[config.mk]
export PLATFORM = sky130hd
export DESIGN_NAME = iop_port
export DESIGN_NICKNAME = d
export VERILOG_FILES = /design/src/core/iop_pkg.sv /design/src/core/iop_fifo.sv /design/src/core/iop_port.sv
export SDC_FILE = /design/constraint.sdc
export NUM_CORES = 1
export LEC_CHECK = 0
export BUFFER_PORTS_ARGS = -buffer_cell sky130_fd_sc_hd__buf_2
export CAP_MARGIN = 20
export CORE_MARGIN = 3
export CORE_UTILIZATION = 60
export DETAILED_ROUTE_END_ITERATION = 8
export PLACE_DENSITY = 0.82
export SLEW_MARGIN = 25
export SYNTH_ARGS = -nofsm -noshare
export SYNTH_HDL_FRONTEND = slang
export SYNTH_SLANG_ARGS = --single-unit
[constraint.sdc]
create_clock -name clk_i -period 4.35 [get_ports clk_i]
set_clock_uncertainty 0.05 [all_clocks]
set_input_delay 0.87 -clock clk_i [delete_from_list [all_inputs] [get_ports clk_i]]
set_output_delay 0.87 -clock clk_i [all_outputs]
set_load 0.03 [all_outputs]
[src/core/iop_pkg.sv]
// Shared constants and types of the programmable I/O port
package iop_pkg;

    // ------------------------------------------------------------
    // Clock blocks
    // ------------------------------------------------------------
    localparam int unsigned NUM_CLKBLK = 6;
    localparam logic [2:0] CLKBLK_RESET = 3'h0;
    localparam logic [7:0] CLKDIV_RESET = 8'h00;

    // ------------------------------------------------------------
    // Counter, FIFO and synchroniser
    // ------------------------------------------------------------
    localparam int unsigned CNT_W = 16;
    localparam logic [15:0] CNT_RESET = 16'h0000;
    localparam logic [15:0] CNT_MAX = 16'hffff;
    localparam int unsigned FIFO_DEPTH = 16;
    localparam int unsigned SYNC_STAGES = 3;

    // ------------------------------------------------------------
    // Types
    // ------------------------------------------------------------
    typedef enum logic [1:0] {
        COND_NONE = 2'b00,
        COND_EQ   = 2'b01,
        COND_NEQ  = 2'b10
    } iop_cond_t;

    typedef enum logic [1:0] {
        ST_IDLE      = 2'b00,
        ST_WAIT_TIME = 2'b01,
        ST_WAIT_COND = 2'b10,
        ST_SHIFT     = 2'b11
    } iop_state_t;

    typedef struct packed {
        logic enable;
        logic dir_out;
        logic open_coll;
        iop_cond_t cond;
        logic strobe_in_en;
        logic strobe_out_en;
        logic [2:0] clk_sel;
        logic timed;
        logic [15:0] target;
    } iop_cfg_t;

    typedef struct packed {
        logic ext_src;
        logic [7:0] div;
    } iop_clkblk_cfg_t;

endpackage

[src/core/iop_fifo.sv]
// Flip-flop FIFO with valid/ready on both sides
`timescale 1ns/100ps
module iop_fifo
    import iop_pkg::*;
#(
    parameter int unsigned W = 8,
    parameter int unsigned D = FIFO_DEPTH
) (
    // Clock and reset
    input  wire logic clk_i,
    input  wire logic rstn_i,
    // Fill side
    input  wire logic wvalid_i,
    output logic wready_o,
    input  wire logic [W-1:0] wdata_i,
    // Drain side
    output logic rvalid_o,
    input  wire logic rready_i,
    output logic [W-1:0] rdata_o
);
    localparam int unsigned AW = (D > 1) ? $clog2(D) : 1;
    localparam logic [AW:0] DEPTH_C = (AW + 1)'(D);
    localparam logic [AW-1:0] LAST_C = AW'(D - 1);

    logic [W-1:0] mem_q [D];
    logic [AW-1:0] wptr_q, wptr_d, rptr_q, rptr_d;
    logic [AW:0] count_q, count_d;
    logic push, pop;

    // ------------------------------------------------------------
    // Pointers and level
    // ------------------------------------------------------------
    assign wready_o = (count_q != DEPTH_C);
    assign rvalid_o = (count_q != '0);
    assign rdata_o = mem_q[rptr_q];
    assign push = wvalid_i && wready_o;
    assign pop = rvalid_o && rready_i;

    always_comb begin
        wptr_d = wptr_q;
        rptr_d = rptr_q;
        count_d = count_q;
        if (push) begin
            wptr_d = (wptr_q == LAST_C) ? '0 : wptr_q + 1'b1;
        end
        if (pop) begin
            rptr_d = (rptr_q == LAST_C) ? '0 : rptr_q + 1'b1;
        end
        if (push && !pop) begin
            count_d = count_q + 1'b1;
        end else if (pop && !push) begin
            count_d = count_q - 1'b1;
        end
    end

    always_ff @(posedge clk_i or negedge rstn_i) begin
        if (!rstn_i) begin
            wptr_q <= '0;
            rptr_q <= '0;
            count_q <= '0;
        end else begin
            wptr_q <= wptr_d;
            rptr_q <= rptr_d;
            count_q <= count_d;
        end
    end

    // Storage has no reset; only written entries are ever read
    always_ff @(posedge clk_i) begin
        if (push) begin
            mem_q[wptr_q] <= wdata_i;
        end
    end

endmodule

[src/core/iop_port.sv]
// Programmable I/O port: pin mux, SERDES, port counter and clock blocks
`timescale 1ns/100ps
module iop_port
    import iop_pkg::*;
#(
    parameter int unsigned WIDTH = 4,
    parameter int unsigned RATIO = 2,
    parameter logic [WIDTH-1:0] LINK_MASK = '1
) (
    // Clock and reset
    input  wire logic clk_i,
    input  wire logic rstn_i,
    // Configuration
    input  wire iop_cfg_t cfg_i,
    input  wire logic [WIDTH-1:0] cond_value_i,
    input  wire iop_clkblk_cfg_t [NUM_CLKBLK-1:0] clkblk_cfg_i,
    input  wire logic link_en_i,
    input  wire logic [WIDTH-1:0] narrow_taken_i,
    // Core output data
    input  wire logic out_valid_i,
    output logic out_ready_o,
    input  wire logic [WIDTH*RATIO-1:0] out_data_i,
    // Core input data
    output logic in_valid_o,
    input  wire logic in_ready_i,
    output logic [WIDTH*RATIO-1:0] in_data_o,
    // Core status
    output logic [CNT_W-1:0] cnt_o,
    output logic [CNT_W-1:0] tstamp_o,
    output logic event_o,
    // Pins
    input  wire logic [WIDTH-1:0] pin_i,
    output logic [WIDTH-1:0] pin_o,
    output logic [WIDTH-1:0] pin_oe_n_o,
    input  wire logic ext_clk_i,
    input  wire logic input_strobe_i,
    output logic output_strobe_o
);
    localparam int unsigned XW = WIDTH * RATIO;
    localparam int unsigned BW = (RATIO > 1) ? $clog2(RATIO) : 1;
    localparam int unsigned SW = WIDTH + 2;
    localparam logic [BW-1:0] LAST_BEAT = BW'(RATIO - 1);

    // ------------------------------------------------------------
    // Pin synchronisers
    // ------------------------------------------------------------
    logic [SW-1:0] s1_q, s2_q, s3_q, stab_q, stab_d;
    logic [WIDTH-1:0] pin_s;
    logic ext_clk_s, strobe_s, ext_clk_prev_q, ext_rise;

    // Change counts only once second and third stage agree
    always_comb begin
        stab_d = (s2_q & ~(s2_q ^ s3_q)) | (stab_q & (s2_q ^ s3_q));
    end

    always_ff @(posedge clk_i or negedge rstn_i) begin
        if (!rstn_i) begin
            s1_q <= '0;
            s2_q <= '0;
            s3_q <= '0;
            stab_q <= '0;
            ext_clk_prev_q <= 1'b0;
        end else begin
            s1_q <= {ext_clk_i, input_strobe_i, pin_i};
            s2_q <= s1_q;
            s3_q <= s2_q;
            stab_q <= stab_d;
            ext_clk_prev_q <= ext_clk_s;
        end
    end

    assign pin_s = stab_q[WIDTH-1:0];
    assign strobe_s = stab_q[WIDTH];
    assign ext_clk_s = stab_q[WIDTH+1];
    assign ext_rise = ext_clk_s && !ext_clk_prev_q;

    // ------------------------------------------------------------
    // Clock blocks
    // ------------------------------------------------------------
    logic [NUM_CLKBLK-1:0] tick;
    logic [2:0] sel_q;
    logic sel_tick;

    assign tick[0] = 1'b1;

    for (genvar g = 1; g < NUM_CLKBLK; g++) begin : g_clkblk
        logic [7:0] div_q, div_d;
        logic src, tick_q, tick_d;
        always_comb begin
            src = clkblk_cfg_i[g].ext_src ? ext_rise : 1'b1;
            div_d = div_q;
            tick_d = 1'b0;
            if (src) begin
                if (div_q >= clkblk_cfg_i[g].div) begin
                    div_d = '0;
                    tick_d = 1'b1;
                end else begin
                    div_d = div_q + 1'b1;
                end
            end
        end
        always_ff @(posedge clk_i or negedge rstn_i) begin
            if (!rstn_i) begin
                div_q <= CLKDIV_RESET;
                tick_q <= 1'b0;
            end else begin
                div_q <= div_d;
                tick_q <= tick_d;
            end
        end
        assign tick[g] = tick_q;
    end

    // Out-of-range selections fall back to the reference block
    assign sel_tick = (sel_q < 3'(NUM_CLKBLK)) ? tick[sel_q] : tick[0];

    // ------------------------------------------------------------
    // Port counter
    // ------------------------------------------------------------
    logic [CNT_W-1:0] cnt_q, cnt_d;

    always_comb begin
        cnt_d = sel_tick ? cnt_q + 1'b1 : cnt_q;
    end

    // ------------------------------------------------------------
    // FIFO between core and SERDES
    // ------------------------------------------------------------
    logic f_wvalid, f_wready, f_rvalid, f_rready;
    logic [XW-1:0] f_wdata, f_rdata;
    logic push_q, push_d;
    logic [XW-1:0] hold_q, hold_d;
    logic pop;

    // One FIFO serves whichever direction the port is set to
    assign f_wvalid = cfg_i.dir_out ? out_valid_i : push_q;
    assign f_wdata = cfg_i.dir_out ? out_data_i : hold_q;
    assign f_rready = cfg_i.dir_out ? pop : in_ready_i;
    assign out_ready_o = cfg_i.dir_out && f_wready;
    assign in_valid_o = !cfg_i.dir_out && f_rvalid;
    assign in_data_o = f_rdata;

    iop_fifo #(
        .W(XW),
        .D(FIFO_DEPTH)
    ) u_fifo (
        .clk_i(clk_i),
        .rstn_i(rstn_i),
        .wvalid_i(f_wvalid),
        .wready_o(f_wready),
        .wdata_i(f_wdata),
        .rvalid_o(f_rvalid),
        .rready_i(f_rready),
        .rdata_o(f_rdata)
    );

    // ------------------------------------------------------------
    // Transfer state machine and SERDES
    // ------------------------------------------------------------
    iop_state_t state_q, state_d;
    logic [XW-1:0] sh_q, sh_d;
    logic [BW-1:0] beat_q, beat_d;
    logic [WIDTH-1:0] drv_q, drv_d, owned;
    logic [WIDTH-1:0] oe_n_d;
    logic [CNT_W-1:0] ts_q, ts_d;
    logic ev_d, ev_q, ostb_d, ostb_q, cond_met, strobe_ok, time_ok;

    assign owned = cfg_i.enable ? ~narrow_taken_i
        & ~(link_en_i ? LINK_MASK : '0) : '0;
    assign cond_met = (cfg_i.cond == COND_EQ) ? (pin_s == cond_value_i)
        : (pin_s != cond_value_i);
    assign strobe_ok = !cfg_i.strobe_in_en || strobe_s;
    assign time_ok = sel_tick && (cnt_q == cfg_i.target);
    assign pop = (state_q == ST_IDLE) && cfg_i.enable && cfg_i.dir_out && f_rvalid;

    always_comb begin
        state_d = state_q;
        sh_d = sh_q;
        beat_d = beat_q;
        drv_d = drv_q;
        ts_d = ts_q;
        push_d = push_q && !f_wready;
        hold_d = hold_q;
        ev_d = 1'b0;
        ostb_d = 1'b0;
        case (state_q)
            ST_IDLE: begin
                beat_d = '0;
                if (pop) begin
                    sh_d = f_rdata;
                    state_d = cfg_i.timed ? ST_WAIT_TIME : ST_SHIFT;
                end else if (cfg_i.enable && !cfg_i.dir_out && !push_q) begin
                    if (cfg_i.cond != COND_NONE) begin
                        state_d = ST_WAIT_COND;
                    end else begin
                        state_d = cfg_i.timed ? ST_WAIT_TIME : ST_SHIFT;
                    end
                end
            end
            ST_WAIT_TIME: begin
                if (time_ok) begin
                    state_d = ST_SHIFT;
                end
            end
            ST_WAIT_COND: begin
                if (sel_tick && cond_met) begin
                    ev_d = 1'b1;
                    state_d = cfg_i.timed ? ST_WAIT_TIME : ST_SHIFT;
                end
            end
            ST_SHIFT: begin
                if (sel_tick && (cfg_i.dir_out || strobe_ok)) begin
                    if (beat_q == '0) begin
                        ts_d = cnt_q;
                    end
                    if (cfg_i.dir_out) begin
                        drv_d = sh_q[WIDTH-1:0];
                        ostb_d = cfg_i.strobe_out_en;
                        sh_d = XW'(sh_q >> WIDTH);
                    end else begin
                        sh_d = {pin_s & owned, sh_q[XW-1:WIDTH]};
                    end
                    beat_d = beat_q + 1'b1;
                    if (beat_q == LAST_BEAT) begin
                        state_d = ST_IDLE;
                        if (!cfg_i.dir_out) begin
                            hold_d = {pin_s & owned, sh_q[XW-1:WIDTH]};
                            push_d = 1'b1;
                        end
                    end
                end
                if (!cfg_i.enable) begin
                    state_d = ST_IDLE;
                end
            end
            default: begin
                state_d = ST_IDLE;
            end
        endcase
        for (int i = 0; i < WIDTH; i++) begin
            // Open collector never drives a one
            oe_n_d[i] = !(owned[i] && cfg_i.dir_out
                && !(cfg_i.open_coll && drv_d[i]));
        end
    end

    always_ff @(posedge clk_i or negedge rstn_i) begin
        if (!rstn_i) begin
            state_q <= ST_IDLE;
            sh_q <= '0;
            beat_q <= '0;
            drv_q <= '0;
            ts_q <= CNT_RESET;
            push_q <= 1'b0;
            hold_q <= '0;
            ev_q <= 1'b0;
            ostb_q <= 1'b0;
            cnt_q <= CNT_RESET;
            sel_q <= CLKBLK_RESET;
            pin_oe_n_o <= '1;
        end else begin
            state_q <= state_d;
            sh_q <= sh_d;
            beat_q <= beat_d;
            drv_q <= drv_d;
            ts_q <= ts_d;
            push_q <= push_d;
            hold_q <= hold_d;
            ev_q <= ev_d;
            ostb_q <= ostb_d;
            cnt_q <= cnt_d;
            sel_q <= cfg_i.clk_sel;
            pin_oe_n_o <= oe_n_d;
        end
    end

    assign cnt_o = cnt_q;
    assign tstamp_o = ts_q;
    assign event_o = ev_q;
    assign output_strobe_o = ostb_q;
    assign pin_o = cfg_i.open_coll ? '0 : drv_q;
endmodule

Word level (Yosys, flattened, before mapping)
Memory sizes are Yosys's and may differ from the RTL's. Index checks and enable logic that the tools add are counted.

Add/subtract/negate cells: 11. Reductions and logical operators: 55. Multiplexer cells: 64. Equality and inequality tests: 17. Order comparisons: 7. Bitwise operators: 11.

Operators by type and width (count): $mux W8 (9); $add A8 B1 Y8 const B (5); $ge A8 B8 Y1 (5); $mux W1 (32); $mux W4 (8); $logic_and A1 B1 Y1 (28); $mux W2 (9); $add A16 B1 Y16 const B (1); $eq A16 B16 Y1 (1); $pmux W8 S2 (1); $logic_not A1 Y1 (15); $and A6 B6 Y6 (2); $mux W5 (2); $add A4 B1 Y4 const B (2); $and A4 B4 Y4 (2); $eq A4 B4 Y1 const B (2); $ne A2 B2 Y1 const B (4); $not A4 Y4 (2); $pmux W2 S4 (1); $ne A3 B3 Y1 const B (2); $not A6 Y6 (1); $or A6 B6 Y6 (1); $reduce_and A3 Y1 (2); $reduce_bool A2 Y1 (3); 21 further kinds (25).

Bits of input ports: 108. Bits in writable memories: 128. Logic and storage cells: 196. Memories kept: 1. Output and inout bits: 52. Flip-flop bits (word level): 148.

Memory list: u_fifo.mem_q (words 16, width 8, rd ports 1, clocked after Yosys merged registers in 0, wr ports 1, RTL line iop_fifo.sv:25) `logic [W-1:0] mem_q [D];`.

Longest topological paths before layout
Depth after elaboration: 10. Mapped depth: 13. Mapped depth without buffers: 12.

By module
From an unflattened synthesis, not the netlist that was laid out.

Cells, all modules: 1022. Area total of the unflattened synthesis: 13092.6 µm².

By module, submodules not included: iop_port (area an instance 7327.0 µm², times used 1, cells an instance 711); iop_fifo (area an instance 5765.5 µm², times used 1, cells an instance 311).

Worst setup path before layout
Ideal clock, no wire load.

Kind: input to register. From: input port cfg_i[25] in the netlist's numbering. To: register u_fifo.count_q[4]. Data required time: 4.174 ns. Cell stages on the path: 13. Setup time: 0.126 ns. Path slack: 1.044 ns. Buffers on the path: 2. Arrival time: 3.130 ns. Cells stage by stage: clkbuf_1 -> clkbuf_1 -> inv_1 -> nand2_1 -> a21o_1 -> ha_1 -> inv_1 -> fa_1 -> a21o_1 -> a21oi_1 -> xnor2_1 -> nor2_1 -> xor2_1.

Cells in the longest elaborated chain, start to end: 7. Elaborated cells between the ends (all ways): 12.

Ends and longest elaborated chain: from (decl) (RTL line iop_port.sv:14) `input wire iop_cfg_t cfg_i,`; $logic_and A1 B1 Y1 (2 in a row) (RTL line iop_port.sv:174) `assign pop = (state_q == ST_IDLE) && cfg_i.enable && cfg_i.dir_out && f_rvalid;`; $mux W1 (RTL line iop_port.sv:138) `assign f_rready = cfg_i.dir_out ? pop : in_ready_i;`; $logic_and A1 B1 Y1 (RTL line iop_fifo.sv:37) `assign pop = rvalid_o && rready_i;`; $logic_not A1 Y1 (RTL line iop_fifo.sv:49) `if (push && !pop) begin`; $logic_and A1 B1 Y1 (RTL line iop_fifo.sv:49); $mux W5 or $reduce_bool A2 Y1 (tied branches); to (signal assigned) (RTL line iop_fifo.sv:64) `count_q <= count_d;`; to (decl) (RTL line iop_fifo.sv:27) `logic [AW:0] count_q, count_d;`.

Parallel ways exist; a longest one is shown, timed or not. A chain may end at the register's enable or synchronous reset.

Worst setup path in the final report
From: register u_fifo.rptr_q[1]. To: output port in_data_o[1].

Cells in the longest elaborated chain, start to end: 1.

Ends and longest elaborated chain: from (decl) (RTL line iop_fifo.sv:26) `logic [AW-1:0] wptr_q, wptr_d, rptr_q, rptr_d;`; from (signal assigned) (RTL line iop_fifo.sv:63) `rptr_q <= rptr_d;`; $mem_v2 Z16 W8; to (decl) (RTL line iop_port.sv:26) `output logic [WIDTH*RATIO-1:0] in_data_o,`.

Every way passes these cells.

==> results.yml <==
clocking:
  tritoncts: "done"
  htreeDepth: 1
  post_cts_buffers: 0
  cts_resized: 0
  postCtsHoldBufs: 0
  cts_buffers: 27
  clkTransAtPathRegs_ps: 60
  ctsRootBufferMaster: "clkbuf_16"
  clkLatencyLatePin_ps: 530
  cts_num_sinks: 276
  cts_buffer_depth: 3
routing:
  via_count: 8431
  wl_mm: 26.9
  detail-route-antenna-nets: 0
  drtIter0Drc: 644
  wire_per_inst_um: 18.7
  viasPerCell: 5.85
  drc: 0
  dr.pass1.iters: 5
pwr:
  seqPwrFrac: 0.404
  internal_power_mw: 6.16
  p_sw_mw: 3.42
  p_clk_frac: 0.253
  leakage_nw: 6.45
  combPwrFrac: 0.343
  power_switching_share: 0.357
  max-vdd-ir-drop_mv: 0.325
  p_total_mw: 9.58
  p_per_area_nw_per_um2: 647
floorplanning:
  dieArea_um2: 23100
  ios: 160
  die_w_um: 152
  fp-row-count: 52
  initial_core_util: 0.621
  coreArea_um2: 20600
  die_h_um: 152
sta:
  tightest_slew_ps: 851
  min_period_ps: 3910
  finalCritPeriodShare: 0.900
  setup_viol: 0
  max_freq_mhz: 255
  drv_slew: 0
  fin_ws_ps: 436
  rsz0062_at_grt: "false"
  setup-tns-final_ps: 0
  relSlewSlack: 0.429
  hold_viol_final: 0
critical_path:
  slowest_stage: "dfrtp_1"
  max_stage_delay_ps: 880
  end_kind: "primary output"
  worstPathArrival_ps: 2990
  critPathKind: "reg -> out"
  crit_chain: "and2_1 -> a221oi_1 -> a22oi_1 -> nand2_1 -> buf_2"
  worst-path-buf-inv: 1
  cpLargestDelayFamily: "flip-flops"
  start_kind: "flop"
  crit_fanout: 20
  required_ps: 3430
grt:
  grt_pass1_wl_mm: 43.3
  grt_usage: 0.228
  grt_pass1_vias: 8483
  antenna_found_initial: 2
  grt_max_degree: 94
  grt_overflow: 0
placed_design:
  dp_slack_ps: 895
  placed_area_um2: 13900
  port_buffers: 150
  place_hpwl_mm: 18.5
  routabilityCongestion: 0.836
synthesis:
  syn-cell-area_um2: 12800
  yosys_warnings: 0
  synth_nets: 1159
  synth_area_leaders: "edfxtp_1, dfrtp_1, ha_1"
  yosysSeqAreaShare: 0.590
  synth-async-reset-ratio: 0.536
  ys_seq_elements: 276
  syn_inst: 990
  syn_area_per_cell_um2: 12.9
  synthFlopType: "dfrtp_1"
  ys_types: 55
  synth_edf_count: 128
  synth_top_cell_area_share: 0.300
  yosysTopAreaCell: "edfxtp_1"
final_layout:
  area_growth_pct: 15.6
  final_nets: 1318
  drive_gt1_frac: 0.234
  n_fill_cell: 1362
  final_area_um2: 14800
job:
  max_cap_viol_count: 0
worst_hold_path:
  hp-class: "reg -> reg"
outcome:
  status: "finished clean"
-- cells by family (layout without fill, tap and decap cells) --
group,count (synthesis),count (layout),synth area share
xor+xnor,62,62,0.0424
other cells,0,2,0
simple gates,255,255,0.103
compound gates,140,140,0.0740
fa+ha+maj,67,67,0.0649
buf+inv,91,270,0.0283
mux,99,99,0.0973
flops,276,276,0.590
-- through the flow --
step,cells,util,hold slack [ps]
floorplan,990,-,281
global placement,1390,0.672,285
detailed placement,1390,0.672,290
CTS,1439,0.718,305
global route,1441,0.718,310
finish,1441,0.718,303
-- per-layer routing --
| metal | up-vias | share of wire | GRT usage |
|---|---|---|---|
| met2 | 318 | 0.50 | 0.393 |
| met4 | 0 | 0.025 | 0.0732 |
| li1 | 3912 | - | - |
| met3 | 58 | 0.057 | 0.0301 |
| met1 | 4143 | 0.42 | 0.305 |
| met5 | - | 0 | 0 |
-- path summary, 6_finish.rpt --
kind | from | endpoint | slack [ps] | depth (start not counted)
setup / recovery | u_fifo.rptr_q[1] | in_data_o[1] | 440 | 5
hold / removal | s1_q[4] | s2_q[4] | 300 | 0
setup reg to reg | u_fifo.count_q[0] | u_fifo.count_q[4] | 980 | 11
hold reg to reg | s1_q[4] | s2_q[4] | 300 | 0
max in group asynchronous | rstn_i | g_clkblk[1].div_q[4] | 3090 | 2
min in group asynchronous | rstn_i | tstamp_o[11] | 370 | 1
-- cells in the mapped netlist, types with 3 or more instances --
| library cell | number |
|---|---|
| o22ai_1 | 6 |
| maj3_1 | 6 |
| nor3_1 | 15 |
| buf_4 | 3 |
| buf_2 | 8 |
| dfstp_2 | 4 |
| nand2_1 | 79 |
| edfxtp_1 | 128 |
| o21ai_0 | 47 |
| nand2b_1 | 13 |
| and3_1 | 5 |
| nand3_1 | 33 |
| nand4_1 | 7 |
| nor2b_1 | 10 |
| nor3b_1 | 6 |
| mux4_2 | 16 |
| o2bb2ai_1 | 4 |
| xnor2_1 | 38 |
| inv_1 | 62 |
| and4_1 | 4 |
| ha_1 | 60 |
| o211ai_1 | 9 |
| o21a_1 | 5 |
| a21oi_1 | 10 |
| nor2_1 | 41 |
| a22oi_1 | 10 |
| dfrtp_1 | 144 |
| or4_1 | 6 |
| a221oi_1 | 21 |
| and2_1 | 21 |
| mux2_2 | 43 |
| xor2_1 | 24 |
| nor4bb_1 | 4 |
| mux2i_1 | 39 |
| a21o_1 | 18 |
| clkbuf_1 | 18 |
-- placed cells by master (no fill, tap or decap), types with 7 or more instances in the layout --
cell type,n
clkbuf_16,27
xnor2_1,38
mux2i_1,39
nor2_1,41
edfxtp_1,128
nor3_1,15
nand2_1,79
nand3_1,33
mux2_2,43
a221oi_1,21
o21ai_0,47
nand4_1,7
nand2b_1,13
xor2_1,24
dfrtp_1,143
mux4_2,16
o211ai_1,9
buf_2,149
a22oi_1,10
inv_1,62
ha_1,60
and2_1,21
nor2b_1,10
a21oi_1,10
a21o_1,18
buf_4,7
-- area by class of cell --
| type | count | area (um2) | share of cell area |
|---|---|---|---|
| flip-flops and latches | 276 | 7550 | 0.510 |
| well taps | 270 | 338 | 0.0228 |
| multi-input cells | 623 | 4890 | 0.330 |
| clock inverters | 11 | 168 | 0.0113 |
| clock buffers | 38 | 767 | 0.0518 |
| inverters | 62 | 233 | 0.0157 |
| repair buffers | 159 | 850 | 0.0574 |
| diodes | 2 | 5.00 | 0.000338 |
-- state kept, by name, indices dropped and copies added, names as in the netlist, named ones only --
name and cells:
output_strobe_o 1, u_fifo.rptr_q 4, sel_q 3, u_fifo.mem_q 128, hold_q 8, event_o 1
g_clkblk.div_q 40, s2_q 6, beat_q 1, s3_q 6, push_q 1, sh_q 8
u_fifo.wptr_q 4, g_clkblk.tick_q 5, pin_oe_n_o 4, ext_clk_prev_q 1, cnt_o 16, drv_q 4
tstamp_o 16, state_q 2, u_fifo.count_q 5, s1_q 6
-- power by group through the flow --
| stage | clock network, mW | logic, mW | registers (mW) |
|---|---|---|---|
| floorplan | 0 | 2.38 | 3.78 |
| global placement | 0 | 3.11 | 3.88 |
| detailed placement | 0 | 3.24 | 3.90 |
| CTS | 2.46 | 3.28 | 3.86 |
| global route | 2.57 | 3.60 | 3.95 |
| finish | 2.42 | 3.29 | 3.87 |
No activity file was read; power rests on OpenSTA's default activity.
